**src/hw/spr_cfg.svh**
```systemverilog
`ifndef SPR_CFG_SVH
`define SPR_CFG_SVH

// bus widths of the scratchpad link
`define SPR_TAG_IDX_W   16
`define SPR_DATA_IDX_W  18
`define SPR_PA_W        24
`define SPR_DATA_W      32
`define SPR_MASK_W      4
`define SPR_TAG_RD_W    24

// reset values
`define SPR_STB_IDLE    4'h0
`define SPR_FLAG_RST    1'b0
`define SPR_TAG_IDX_RST 16'h0000
`define SPR_DATA_IDX_RST 18'h00000
`define SPR_PA_RST      24'h000000
`define SPR_DATA_RST    32'h00000000
`define SPR_MASK_RST    4'h0

`endif

```
**src/hw/spr_pkg.sv**
```systemverilog
`include "spr_cfg.svh"

package spr_pkg;

  // access kinds offered by the pipeline
  typedef enum logic [4:0] {
    SPR_OP_LOAD    = 5'h01,
    SPR_OP_STORE   = 5'h02,
    SPR_OP_TAG_RD  = 5'h04,
    SPR_OP_TAG_WR  = 5'h08,
    SPR_OP_DATA_WR = 5'h10
  } spr_op_e;

  // lock sequence states
  typedef enum logic [2:0] {
    SPR_LK_IDLE  = 3'h1,
    SPR_LK_ARMED = 3'h2,
    SPR_LK_HELD  = 3'h4
  } spr_lock_e;

  // the four strobes of the data-side port
  typedef struct packed {
    logic data_write_strobe;
    logic tag_write_strobe;
    logic tag_read_strobe;
    logic data_read_strobe;
  } spr_strobe_s;

  // one request from the pipeline
  typedef struct packed {
    spr_op_e                     op;
    logic                        lock;
    logic [`SPR_TAG_IDX_W-1:0]   tag_idx;
    logic [`SPR_DATA_IDX_W-1:0]  data_idx;
    logic [`SPR_PA_W-1:0]        pa;
    logic [`SPR_DATA_W-1:0]      wdata;
    logic [`SPR_MASK_W-1:0]      mask;
  } spr_req_s;

  // contents of the data port for a write
  typedef struct packed {
    logic [`SPR_DATA_IDX_W-1:0]  idx;
    logic [`SPR_DATA_W-1:0]      data;
    logic [`SPR_MASK_W-1:0]      mask;
  } spr_wr_s;

  // completion of one request
  typedef struct packed {
    logic                        hit;
    logic [`SPR_DATA_W-1:0]      rdata;
    logic [`SPR_TAG_RD_W-1:0]    tag_rdata;
  } spr_rsp_s;

endpackage

```
**src/hw/spr_store_buf.sv**
```systemverilog
`timescale 1ns/10ps
`include "spr_cfg.svh"

// single-entry buffer for store data that has passed its lookup
module spr_store_buf (
  // clock and reset
  input  wire logic              i_core_clk,
  input  wire logic              i_reset,
  // fill side
  input  wire logic              i_load,
  input  wire spr_pkg::spr_wr_s  i_entry,
  // drain side
  input  wire logic              i_take,
  output logic                   o_full,
  output spr_pkg::spr_wr_s       o_entry
);
  import spr_pkg::*;

  logic     full_r;
  logic     full_nxt;
  spr_wr_s  entry_r;
  spr_wr_s  entry_nxt;

  // a fill in the drain cycle keeps the entry occupied
  always_comb begin
    full_nxt  = full_r;
    entry_nxt = entry_r;
    if (i_take) begin
      full_nxt = 1'b0;
    end
    if (i_load) begin
      full_nxt  = 1'b1;
      entry_nxt = i_entry;
    end
  end

  always_ff @(posedge i_core_clk or posedge i_reset) begin
    if (i_reset) begin
      full_r  <= `SPR_FLAG_RST;
      entry_r <= '0;
    end else begin
      full_r  <= full_nxt;
      entry_r <= entry_nxt;
    end
  end

  assign o_full  = full_r;
  assign o_entry = entry_r;

endmodule

```
**src/hw/spr_port.sv**
```systemverilog
`timescale 1ns/10ps
`include "spr_cfg.svh"

module spr_port (
  // clock and reset
  input  wire logic                         i_core_clk,
  input  wire logic                         i_reset,
  // requests from the pipeline
  input  wire logic                         i_req_valid,
  input  wire spr_pkg::spr_req_s            i_req,
  output logic                              o_req_ready,
  // completions to the pipeline
  output logic                              o_rsp_valid,
  output spr_pkg::spr_rsp_s                 o_rsp,
  // scratchpad link, outputs
  output spr_pkg::spr_strobe_s              o_strobe,
  output logic [`SPR_TAG_IDX_W-1:0]         o_dside_tag_index,
  output logic [`SPR_DATA_IDX_W-1:0]        o_dside_data_index,
  output logic [`SPR_PA_W-1:0]              o_dside_compare_phys_addr,
  output logic [`SPR_DATA_W-1:0]            o_dside_write_data,
  output logic [`SPR_MASK_W-1:0]            o_dside_byte_mask,
  output logic [`SPR_TAG_RD_W-1:0]          o_tag_write_data,
  output logic                              o_lock,
  // scratchpad link, inputs
  input  wire logic                         i_hit,
  input  wire logic                         i_stall,
  input  wire logic [`SPR_DATA_W-1:0]       i_dside_read_data,
  input  wire logic [`SPR_TAG_RD_W-1:0]     i_dside_tag_read_data
);
  import spr_pkg::*;

  // presenting stage: strobes and indices of the current cycle
  logic         a_valid_r;
  logic         a_valid_nxt;
  spr_strobe_s  a_stb_r;
  spr_strobe_s  a_stb_nxt;
  spr_req_s     a_req_r;
  spr_req_s     a_req_nxt;
  spr_wr_s      a_wr_r;
  spr_wr_s      a_wr_nxt;
  // answering stage: compare address and hit/stall
  logic         b_valid_r;
  logic         b_valid_nxt;
  spr_strobe_s  b_stb_r;
  spr_strobe_s  b_stb_nxt;
  spr_req_s     b_req_r;
  spr_req_s     b_req_nxt;
  spr_wr_s      b_wr_r;
  spr_wr_s      b_wr_nxt;
  // completion registers
  logic         rsp_valid_r;
  logic         rsp_valid_nxt;
  spr_rsp_s     rsp_r;
  spr_rsp_s     rsp_nxt;
  // lock sequence
  spr_lock_e    lock_r;
  spr_lock_e    lock_nxt;
  // helpers
  logic         a_advance;
  logic         issue;
  logic         b_done;
  logic         pend_store;
  logic         accept;
  logic         buf_full;
  logic         buf_take;
  logic         buf_load;
  logic         lock_miss;
  spr_wr_s      buf_entry;
  spr_wr_s      hit_entry;

  // buffered store data waiting for a free data port
  spr_store_buf u_buf (
    .i_core_clk (i_core_clk),
    .i_reset    (i_reset),
    .i_load     (buf_load),
    .i_entry    (hit_entry),
    .i_take     (buf_take),
    .o_full     (buf_full),
    .o_entry    (buf_entry)
  );

  // stage handshakes; stall concerns the answering stage
  assign b_done    = b_valid_r & ~i_stall;
  assign issue     = a_valid_r & ~i_stall;
  assign a_advance = ~a_valid_r | ~i_stall;
  assign pend_store = (a_valid_r & (a_req_r.op == SPR_OP_STORE)) |
                      (b_valid_r & (b_req_r.op == SPR_OP_STORE));
  assign hit_entry = '{idx: b_req_r.data_idx, data: b_req_r.wdata,
                       mask: b_req_r.mask};
  // a store that hits parks its data in the buffer
  assign buf_load  = b_done & i_hit & (b_req_r.op == SPR_OP_STORE);
  assign lock_miss = b_done & ~i_hit & b_req_r.lock &
                     (b_req_r.op == SPR_OP_LOAD);

  // choose what the presenting stage holds next
  always_comb begin
    accept    = 1'b0;
    buf_take  = 1'b0;
    a_valid_nxt = a_valid_r;
    a_stb_nxt   = a_stb_r;
    a_req_nxt   = a_req_r;
    a_wr_nxt    = a_wr_r;
    if (a_advance) begin
      a_valid_nxt = 1'b0;
      a_stb_nxt   = `SPR_STB_IDLE;
      a_req_nxt   = i_req;
      a_wr_nxt    = buf_entry;
      if (i_req_valid) begin
        unique case (i_req.op)
          SPR_OP_LOAD, SPR_OP_TAG_RD: begin
            accept = 1'b1;
            a_stb_nxt = '{data_write_strobe: 1'b0, tag_write_strobe: 1'b0,
                          tag_read_strobe: 1'b1, data_read_strobe: 1'b1};
          end
          SPR_OP_STORE: begin
            accept   = ~pend_store;
            buf_take = ~pend_store & buf_full;
            a_stb_nxt = '{data_write_strobe: buf_full, tag_write_strobe: 1'b0,
                          tag_read_strobe: 1'b1, data_read_strobe: 1'b0};
          end
          SPR_OP_TAG_WR: begin
            accept = ~buf_full;
            a_stb_nxt = '{data_write_strobe: 1'b0, tag_write_strobe: 1'b1,
                          tag_read_strobe: 1'b0, data_read_strobe: 1'b0};
          end
          default: begin
            accept = ~buf_full;
            a_wr_nxt = '{idx: i_req.data_idx, data: i_req.wdata,
                         mask: i_req.mask};
            a_stb_nxt = '{data_write_strobe: 1'b1, tag_write_strobe: 1'b0,
                          tag_read_strobe: 1'b0, data_read_strobe: 1'b0};
          end
        endcase
      end
      a_valid_nxt = accept;
      // older store data goes out when nothing else could be taken
      if (!accept && buf_full) begin
        buf_take    = 1'b1;
        a_valid_nxt = 1'b1;
        a_req_nxt.op   = SPR_OP_DATA_WR;
        a_req_nxt.lock = 1'b0;
        a_stb_nxt = '{data_write_strobe: 1'b1, tag_write_strobe: 1'b0,
                      tag_read_strobe: 1'b0, data_read_strobe: 1'b0};
      end
      if (!a_valid_nxt) begin
        a_stb_nxt = `SPR_STB_IDLE;
      end
    end
  end

  // answering stage takes the presenting stage once stall is low
  always_comb begin
    b_valid_nxt = b_valid_r;
    b_stb_nxt   = b_stb_r;
    b_req_nxt   = b_req_r;
    b_wr_nxt    = b_wr_r;
    if (!i_stall) begin
      b_valid_nxt = a_valid_r;
      b_stb_nxt   = a_stb_r;
      if (a_valid_r) begin
        b_req_nxt = a_req_r;
        b_wr_nxt  = a_wr_r;
      end
    end
  end

  // completion: hit only counts with stall low
  always_comb begin
    rsp_valid_nxt = b_done;
    rsp_nxt       = rsp_r;
    if (b_done) begin
      rsp_nxt.hit       = i_hit;
      rsp_nxt.rdata     = i_dside_read_data;
      rsp_nxt.tag_rdata = i_dside_tag_read_data;
    end
  end

  // lock sequence for atomic read-modify-write
  always_comb begin
    lock_nxt = lock_r;
    unique case (lock_r)
      SPR_LK_IDLE: begin
        if (a_advance && accept && i_req.lock &&
            (i_req.op == SPR_OP_LOAD)) begin
          lock_nxt = SPR_LK_ARMED;
        end
      end
      SPR_LK_ARMED: begin
        if (issue) begin
          lock_nxt = SPR_LK_HELD;
        end
      end
      default: begin
        if (lock_miss) begin
          lock_nxt = SPR_LK_IDLE;
        end else if (issue && a_req_r.lock &&
                     (a_req_r.op == SPR_OP_DATA_WR)) begin
          lock_nxt = SPR_LK_IDLE;
        end
      end
    endcase
  end

  // state registers
  always_ff @(posedge i_core_clk or posedge i_reset) begin
    if (i_reset) begin
      a_valid_r   <= `SPR_FLAG_RST;
      a_stb_r     <= `SPR_STB_IDLE;
      a_req_r     <= '0;
      a_wr_r      <= '0;
      b_valid_r   <= `SPR_FLAG_RST;
      b_stb_r     <= `SPR_STB_IDLE;
      b_req_r     <= '0;
      b_wr_r      <= '0;
      rsp_valid_r <= `SPR_FLAG_RST;
      rsp_r       <= '0;
      lock_r      <= SPR_LK_IDLE;
    end else begin
      a_valid_r   <= a_valid_nxt;
      a_stb_r     <= a_stb_nxt;
      a_req_r     <= a_req_nxt;
      a_wr_r      <= a_wr_nxt;
      b_valid_r   <= b_valid_nxt;
      b_stb_r     <= b_stb_nxt;
      b_req_r     <= b_req_nxt;
      b_wr_r      <= b_wr_nxt;
      rsp_valid_r <= rsp_valid_nxt;
      rsp_r       <= rsp_nxt;
      lock_r      <= lock_nxt;
    end
  end

  // link outputs: strobes gated by stall, pending indices held
  always_comb begin
    o_strobe = issue ? a_stb_r : spr_strobe_s'(`SPR_STB_IDLE);
    o_dside_tag_index  = i_stall ? b_req_r.tag_idx : a_req_r.tag_idx;
    o_dside_data_index = i_stall ? b_wr_r.idx : a_wr_r.idx;
    o_dside_write_data = i_stall ? b_wr_r.data : a_wr_r.data;
    o_dside_byte_mask  = i_stall ? b_wr_r.mask : a_wr_r.mask;
    if (i_stall && !b_stb_r.data_write_strobe) begin
      o_dside_data_index = b_req_r.data_idx;
    end
    if (!i_stall && a_stb_r.data_read_strobe) begin
      o_dside_data_index = a_req_r.data_idx;
    end
    o_lock = (lock_r == SPR_LK_HELD) & ~lock_miss |
             (lock_r == SPR_LK_ARMED) & issue;
  end

  assign o_dside_compare_phys_addr = b_req_r.pa;
  assign o_tag_write_data = i_stall ? b_req_r.wdata[`SPR_TAG_RD_W-1:0]
                                    : a_req_r.wdata[`SPR_TAG_RD_W-1:0];
  assign o_req_ready = a_advance & accept;
  assign o_rsp_valid = rsp_valid_r;
  assign o_rsp       = rsp_r;
endmodule

```
**config.mk**
```make
export PLATFORM = sky130hd
export DESIGN_NAME = spr_port
export DESIGN_NICKNAME = d
export VERILOG_FILES = /design/src/hw/spr_pkg.sv /design/src/hw/spr_store_buf.sv /design/src/hw/spr_port.sv
export VERILOG_INCLUDE_DIRS = /design/src /design/src/hw
export SDC_FILE = /design/constraint.sdc
export NUM_CORES = 1
export LEC_CHECK = 0
export ABC_CLOCK_PERIOD_IN_PS = 31500
export BUFFER_PORTS_ARGS = -buffer_cell sky130_fd_sc_hd__buf_2
export CORE_ASPECT_RATIO = 0.75
export CORE_MARGIN = 10
export CORE_UTILIZATION = 50
export CTS_BUF_LIST = sky130_fd_sc_hd__clkbuf_4 sky130_fd_sc_hd__clkbuf_8 sky130_fd_sc_hd__clkbuf_16
export CTS_CLUSTER_SIZE = 14
export DETAILED_ROUTE_END_ITERATION = 7
export GPL_ROUTABILITY_DRIVEN = 1
export PLACE_DENSITY = 0.77
export SKIP_LAST_GASP = 1
export SLEW_MARGIN = 20
export SYNTH_ARGS = -nofsm -noshare
export SYNTH_HDL_FRONTEND = slang
export SYNTH_HIERARCHICAL = 1
export SYNTH_SLANG_ARGS = --single-unit
```
**constraint.sdc**
```tcl
create_clock -name i_core_clk -period 31.5 [get_ports i_core_clk]
set_input_delay 3.15 -clock i_core_clk [delete_from_list [all_inputs] [get_ports i_core_clk]]
set_output_delay 3.15 -clock i_core_clk [all_outputs]
set_load 0.005 [all_outputs]
```
==> results of run 1 <==
[cell type report]
| type | instances | area, um^2 | share of cell area |
|---|---|---|---|
| Sequential cell | 431 | 10800 | 0.495 |
| Multi-Input combinational cell | 1253 | 7060 | 0.324 |
| Timing Repair Buffer | 359 | 1890 | 0.0867 |
| Clock buffer | 62 | 1280 | 0.0590 |
| Tap cell | 496 | 621 | 0.0285 |
| Clock inverter | 13 | 120 | 0.00551 |
| Inverter | 5 | 26.3 | 0.00121 |
[worst max-delay path, delay by kind of cell]
kind,cells,cell delay [ps]
buf+inv,4,1510
simple gates,2,380
[synthesized netlist by cell type, types with 4 or more instances]
cell type                    n  area share
sky130_fd_sc_hd__a211oi_1   18      0.0073
sky130_fd_sc_hd__a21oi_1    20      0.0054
sky130_fd_sc_hd__and2_1      5      0.0017
sky130_fd_sc_hd__buf_1       7      0.0014
sky130_fd_sc_hd__buf_12      5      0.0054
sky130_fd_sc_hd__buf_2      11      0.0030
sky130_fd_sc_hd__buf_4      24      0.0097
sky130_fd_sc_hd__clkbuf_1   93       0.019
sky130_fd_sc_hd__dfrtp_1   430        0.58
sky130_fd_sc_hd__inv_1       5      0.0010
sky130_fd_sc_hd__mux2_2    139       0.084
sky130_fd_sc_hd__mux2_4     49       0.040
sky130_fd_sc_hd__mux2i_1    18      0.0097
sky130_fd_sc_hd__nand2_1   811        0.16
sky130_fd_sc_hd__nand2b_1    4      0.0013
sky130_fd_sc_hd__nand3_1    59       0.016
sky130_fd_sc_hd__nand3b_1    4      0.0016
sky130_fd_sc_hd__nor2_1     13      0.0026
sky130_fd_sc_hd__nor2b_1    22      0.0074
sky130_fd_sc_hd__nor3_1      7      0.0019
sky130_fd_sc_hd__o211ai_1   55       0.022
sky130_fd_sc_hd__o21ai_0     7      0.0019
[power by group through the flow]
stage	clock, uW	sequential, uW	combinational [uW]
2_1_floorplan	0	799	284
3_3_place_gp	0	831	394
3_5_place_dp	0	835	411
4_1_cts	521	829	413
5_1_grt	546	851	455
6_report	511	829	407
[logic make-up (layout without fill, tap and decap cells)]
kind of cell / count (synthesis) / in the layout / share of synthesized area
AND/OR/NAND/NOR: 935 / 935 / 0.201
flip-flops: 431 / 431 / 0.582
multiplexers: 206 / 206 / 0.134
buffers and inverters: 146 / 439 / 0.0400
AO/OA/AOI/OAI: 110 / 110 / 0.0424
XOR/XNOR: 2 / 2 / 0.000945
[layer usage]
| metal | part of all wire | global-route usage | wire length, um | vias up |
|---|---|---|---|---|
| met5 | 0.00027 | 0 | 13 | - |
| met4 | 0.016 | 0.0447 | 759 | 2 |
| met3 | 0.061 | 0.0412 | 2980 | 72 |
| met2 | 0.49 | 0.350 | 23800 | 478 |
| met1 | 0.44 | 0.289 | 21400 | 6887 |
| li1 | - | - | - | 6453 |
[registers in the layout, summed over array words and instances, names as in the netlist, 3 cells and up]
name and cells:
a_req_r 100, a_stb_r 4, a_wr_r 54, b_req_r 76
b_wr_r 54, lock_r 3, o_dside_compare_phys_addr 24, o_rsp 57
u_buf/o_entry 54
[stage by stage]
step	util	setup WS [ps]	cell area, um^2	std cells
finish	0.601	23180	21800	2619
global route	0.601	23080	21800	2619
CTS	0.600	23220	21700	2618
detailed placement	0.561	23210	20300	2543
global placement	0.561	23240	20300	2543
floorplan	-	17910	18500	1830
[how the worst min path moves through the flow]
stage / from / end / slack, ps / depth (start not counted)
5_1_grt: b_wr_r[13] / b_wr_r[13] / 480 / 2
6_report: a_req_r[3] / b_req_r[3] / 460 / 2
4_1_cts: a_req_r[54] / o_dside_compare_phys_addr[18] / 470 / 2
2_1_floorplan: a_stb_r[1] / a_stb_r[1] / 430 / 2
3_3_place_gp: a_req_r[0] / b_req_r[0] / 440 / 2
3_5_place_dp: a_req_r[54] / o_dside_compare_phys_addr[18] / 450 / 2
==> impl_metrics.py, run 1 <==
metrics = {
    "run_status": {
        "status": "finished, final reports clean",
    },
    "sta": {
        "post-route-period-util": 0.264,
        "setup-tns-final_ps": 0,
        "tightestPinTransition_ps": 1060,
        "report.final.setup_viol": 0,
        "period_needed_ps": 8320,
        "final_max_slew_viol_count": 0,
        "rsz0062_at_grt": "no",
        "final_hold_viol_count": 0,
        "whs_ps": 463,
        "timing.clock.skew_ps": 11.8,
        "slew_headroom": 0.296,
        "max_freq_ghz": 0.120,
    },
    "place": {
        "routabilityCongestion": 0.841,
        "place.detailed.hpwl_mm": 32.0,
        "place.port_buffers": 342,
    },
    "clocking": {
        "clock_sink_count": 431,
        "clk_pin_slew_ps": 60,
        "cts-root-buf": "sky130_fd_sc_hd__clkbuf_16",
        "clk_path_buf_depth": 3,
        "cts_tree": "yes",
        "ctsHtreeMaxLevel": 2,
        "clock_latency_ps": 540,
        "post_cts.resized_instances": 0,
        "postCtsHoldBufs": 0,
        "tritoncts.num_buffers": 44,
        "post-cts-setup-buffer-count": 0,
    },
    "floorplanning": {
        "placeable_core_area_um2": 36300,
        "pin_count": 343,
        "die_height_um": 187,
        "die_w_um": 242,
        "starting_utilization_of_the_core_area": 0.511,
        "die-area_um2": 45300,
        "core.rowCount": 60,
    },
    "synthesis": {
        "synth_cell_types": 40,
        "postSynth.topFlopCell": "sky130_fd_sc_hd__dfrtp_1",
        "synth_edf_count": 0,
        "post_synth_inst_count": 1830,
        "ys_warn_count": 6,
        "seq_area_frac_synth": 0.582,
        "async_flop_share": 1.00,
        "ys_ff_latch": 431,
        "net_count_after_synthesis": 1991,
        "syn_area_per_cell_um2": 10.1,
        "synth.cell_area_um2": 18500,
    },
    "setup_path": {
        "worst-r2r-cell-count": 4,
        "critical_path.endpoint": "o_strobe[3]",
        "timing.critical_path.fanout_max": 60,
        "timing.critical_path.from": "i_stall",
        "cp_data_arrival_time_ps": 5170,
        "kind_of_end_point_of_the_critical_path": "output pin",
        "rr_endpoint": "u_buf/o_entry[17]",
        "critical_path.most_common_cell": "sky130_fd_sc_hd__buf_4",
        "crit_path_top_delay_cell": "sky130_fd_sc_hd__buf_4",
        "critical-path-max-stage-delay_ps": 650,
        "worst-setup-path-type": "in -> out",
        "beginning_of_the_worst_register_to_register_path": "b_req_r[97]",
        "timing.critical_path.cells": "buf_4 > nor2b_4 > buf_4 > buf_4 > and2_1 > buf_2",
        "r2r_slack_ps": 29010,
        "worst_setup_path_start_kind": "input pin",
        "cp_data_required_time_ps": 28350,
    },
    "routing": {
        "firstDrtPassIters": 5,
        "drt-total-wl_mm": 49.0,
        "drc_errors": 0,
        "drt-vias-per-instance": 5.30,
        "vias": 13900,
        "drt_first_iter_violations": 1124,
        "ant_nets": 0,
        "avgRoutedWirePerCell_um": 18.7,
    },
    "pwr": {
        "seq_power_share": 0.475,
        "power_uw": 1750,
        "power.combinational.fraction": 0.233,
        "clockPowerShare": 0.293,
        "cell_internal_pwr_uw": 1220,
        "sw_power_uw": 526,
        "power.density_cell_area_nw_per_um2": 80.2,
        "power_switching_share": 0.301,
        "leakagePower_uw": 0.0113,
        "power.ir.vdd_worst_v": 0.0000419,
    },
    "global_routing": {
        "antenna_found_initial": 2,
        "grt_max_degree": 155,
        "grt_use_total": 0.213,
        "grt_pass1_vias": 14300,
        "grt_overflow": 0,
        "grt_pass1_wl_mm": 80.3,
    },
    "cells_and_area": {
        "inserted_diodes": 0,
        "most_frequent_cells_in_the_layout": "810 x sky130_fd_sc_hd__nand2_1, 430 x sky130_fd_sc_hd__dfrtp_1, 341 x sky130_fd_sc_hd__buf_2",
        "design.final.nets": 2255,
        "layout-area-overhead-vs-synth_pct": 17.5,
        "fillerInstances": 2966,
        "drive_above_1_share": 0.299,
        "layout_commonest_cell": "sky130_fd_sc_hd__nand2_1",
    },
    "worst_hold_path": {
        "min_path_type": "reg -> reg",
    },
    "run": {
        "drv_cap": 0,
    },
}
Note: power is estimated with default switching activity, not from simulation.
==> run 2, diff against run 1 <==
--- a/config.mk
+++ b/config.mk
@@ -6,7 +6,7 @@
 export SDC_FILE = /design/constraint.sdc
 export NUM_CORES = 1
 export LEC_CHECK = 0
-export ABC_CLOCK_PERIOD_IN_PS = 31500
+export ABC_CLOCK_PERIOD_IN_PS = 7770
 export BUFFER_PORTS_ARGS = -buffer_cell sky130_fd_sc_hd__buf_2
 export CORE_ASPECT_RATIO = 0.75
 export CORE_MARGIN = 10
==> constraint.sdc (replaced) <==
create_clock -name i_core_clk -period 7.77 [get_ports i_core_clk]
set_input_delay 0.777 -clock i_core_clk [delete_from_list [all_inputs] [get_ports i_core_clk]]
set_output_delay 0.777 -clock i_core_clk [all_outputs]
set_load 0.005 [all_outputs]
==> run 2 against run 1 <==
Global-route usage is 0.11 points lower. Combinational power grew to 4.1 times the previous value. Critical endpoint is now o_dside_tag_index[1]. Hold slack worse by 32 ps. Largest cell class unchanged. Cell area rose by 0.42%.
==> impl_metrics.py, run 2 (synthesized netlist as in run 1, its figures left out) <==
metrics = {
    "clocking": {
        "postCtsHoldBufs": 0,
        "ctsHtreeMaxLevel": 2,
        "cts_tree": "yes",
        "cts-root-buf": "sky130_fd_sc_hd__clkbuf_16",
        "clock_latency_ps": 550,
        "clk_pin_slew_ps": 60,
        "post-cts-setup-buffer-count": 0,
        "clk_path_buf_depth": 3,
        "post_cts.resized_instances": 0,
        "clock_sink_count": 431,
        "tritoncts.num_buffers": 43,
    },
    "place": {
        "placedInstanceArea_um2": 20400,
        "dp_worst_setup_slack_ps": 4010,
        "place.port_buffers": 342,
        "routabilityCongestion": 0.810,
        "numPlacedInstances": 2544,
        "place.detailed.hpwl_mm": 31.4,
    },
    "cells_and_area": {
        "layout.core_utilization": 0.603,
        "post_layout_nonfiller_instances": 2623,
        "design.final.nets": 2256,
        "fillerInstances": 3007,
        "multi_input_area_um2": 7060,
        "layout-area-overhead-vs-synth_pct": 18.0,
        "layout_commonest_cell": "sky130_fd_sc_hd__nand2_1",
        "top_register": "a_req_r",
        "most_frequent_cells_in_the_layout": "810 x sky130_fd_sc_hd__nand2_1, 430 x sky130_fd_sc_hd__dfrtp_1, 341 x sky130_fd_sc_hd__buf_2",
        "seqCellArea_um2": 10800,
        "post_route_standard_cell_area_excluding_fillers_um2": 21900,
        "drive_above_1_share": 0.300,
        "largest_register_ff_count": 100,
    },
    "sta": {
        "setup-tns-final_ps": 0,
        "final_hold_viol_count": 0,
        "slew_headroom": 0.283,
        "period_needed_ps": 3760,
        "tightestPinTransition_ps": 1080,
        "post-route-period-util": 0.484,
        "report.final.setup_viol": 0,
        "fin_ws_ps": 4010,
        "final_max_slew_viol_count": 0,
        "rsz0062_at_grt": "no",
        "max_freq_ghz": 0.266,
        "timing.clock.skew_ps": 22.9,
    },
    "worst_hold_path": {
        "hold-path-endpoint": "a_req_r[92]",
        "min_from": "i_req[92]",
        "timing.hold.worst_path_depth": 3,
        "min_path_type": "in -> reg",
    },
    "setup_path": {
        "cp_data_arrival_time_ps": 2990,
        "timing.critical_path.cells": "buf_4 > buf_4 > buf_4 > mux2_2 > buf_2",
        "r2r_slack_ps": 5230,
        "beginning_of_the_worst_register_to_register_path": "a_valid_r",
        "worst-setup-path-type": "in -> out",
        "rr_endpoint": "a_wr_r[32]",
        "timing.critical_path.fanout_max": 47,
        "critPathTopFamily": "buffers and inverters",
        "crit_path_top_delay_cell": "sky130_fd_sc_hd__buf_4",
        "kind_of_end_point_of_the_critical_path": "output pin",
        "cp_data_required_time_ps": 6990,
        "critical_path.most_common_cell": "sky130_fd_sc_hd__buf_4",
        "crit_path_buf_inv_count": 4,
        "worst_setup_path_start_kind": "input pin",
        "worst-r2r-cell-count": 4,
        "critical-path-max-stage-delay_ps": 610,
    },
    "floorplanning": {
        "starting_utilization_of_the_core_area": 0.511,
        "die_w_um": 242,
        "die_height_um": 187,
        "pin_count": 343,
        "die-area_um2": 45300,
        "core.rowCount": 60,
        "placeable_core_area_um2": 36300,
    },
    "routing": {
        "drt-vias-per-instance": 5.26,
        "ant_nets": 0,
        "drt-total-wl_mm": 48.8,
        "vias": 13800,
        "firstDrtPassIters": 5,
        "drt_first_iter_violations": 1086,
        "drc_errors": 0,
        "avgRoutedWirePerCell_um": 18.6,
    },
    "pwr": {
        "leakagePower_uw": 0.0113,
        "power.density_cell_area_nw_per_um2": 327,
        "power.ir.vdd_worst_v": 0.000166,
    },
    "run": {
        "drv_cap": 0,
    },
    "global_routing": {
        "grt_use_total": 0.212,
        "grt_max_degree": 169,
        "grt_overflow": 0,
        "grt_pass1_vias": 14200,
        "antenna_found_initial": 1,
        "grt_pass1_wl_mm": 79.2,
    },
    "run_status": {
        "status": "finished, final reports clean",
    },
}
==> run 2: changes by cell type in the layout (fill, tap and decap cells not counted), moves of 3 or more <==
cell / before / now
sky130_fd_sc_hd__clkinv_2: 9 / 5
sky130_fd_sc_hd__buf_6: 4 / 0
sky130_fd_sc_hd__buf_4: 12 / 16
sky130_fd_sc_hd__clkbuf_8: 5 / 8
==> run 2: worst max path at each step <==
stage	startpoint	to	slack [ps]	cells after the start
after floorplan	i_reset	a_req_r[0]	1940	1
after global placement	i_stall	o_dside_tag_index[10]	4070	5
after detailed placement	i_stall	o_dside_byte_mask[1]	4010	5
after CTS	i_stall	o_dside_byte_mask[1]	4010	5
after global routing	i_stall	o_dside_tag_index[12]	3920	5
final	i_stall	o_dside_tag_index[1]	4010	5
==> run 2: final cells by class <==
cell class / count / share of cell area
Sequential cell: 431 / 0.493
Antenna cell: 1 / 0.000114
Inverter: 5 / 0.00103
Tap cell: 496 / 0.0284
Timing Repair Buffer: 361 / 0.0878
Clock inverter: 11 / 0.00640
Multi-Input combinational cell: 1253 / 0.323
Clock buffer: 65 / 0.0606
==> run 2: layer usage <==
metal | vias up | part of all wire | GRT usage
met5 | - | 0.00023 | 0
met4 | 2 | 0.023 | 0.0574
met3 | 88 | 0.060 | 0.0423
met2 | 439 | 0.48 | 0.341
met1 | 6810 | 0.44 | 0.288
li1 | 6466 | - | -
==> run 2: stage by stage <==
stage | power, uW | hold slack (ps)
6_report | 7150 | 431
5_1_grt | 7570 | 420
4_1_cts | 7210 | 403
3_5_place_dp | 5030 | 451
3_3_place_gp | 4950 | 446
2_1_floorplan | 4390 | 430
==> run 2: worst reg2reg max path, delay by kind of cell, from the launching register on <==
kind	cells	cell delay (ps)
AND/OR/NAND/NOR	2	990
buffers and inverters	1	790
flip-flops	1	470
AO/OA/AOI/OAI	1	200
==> run 2: where the power goes <==
group	internal, uW	switching (uW)
Combinational	833	829
Sequential	2910	433
Clock	1280	866
Total	5020	2130
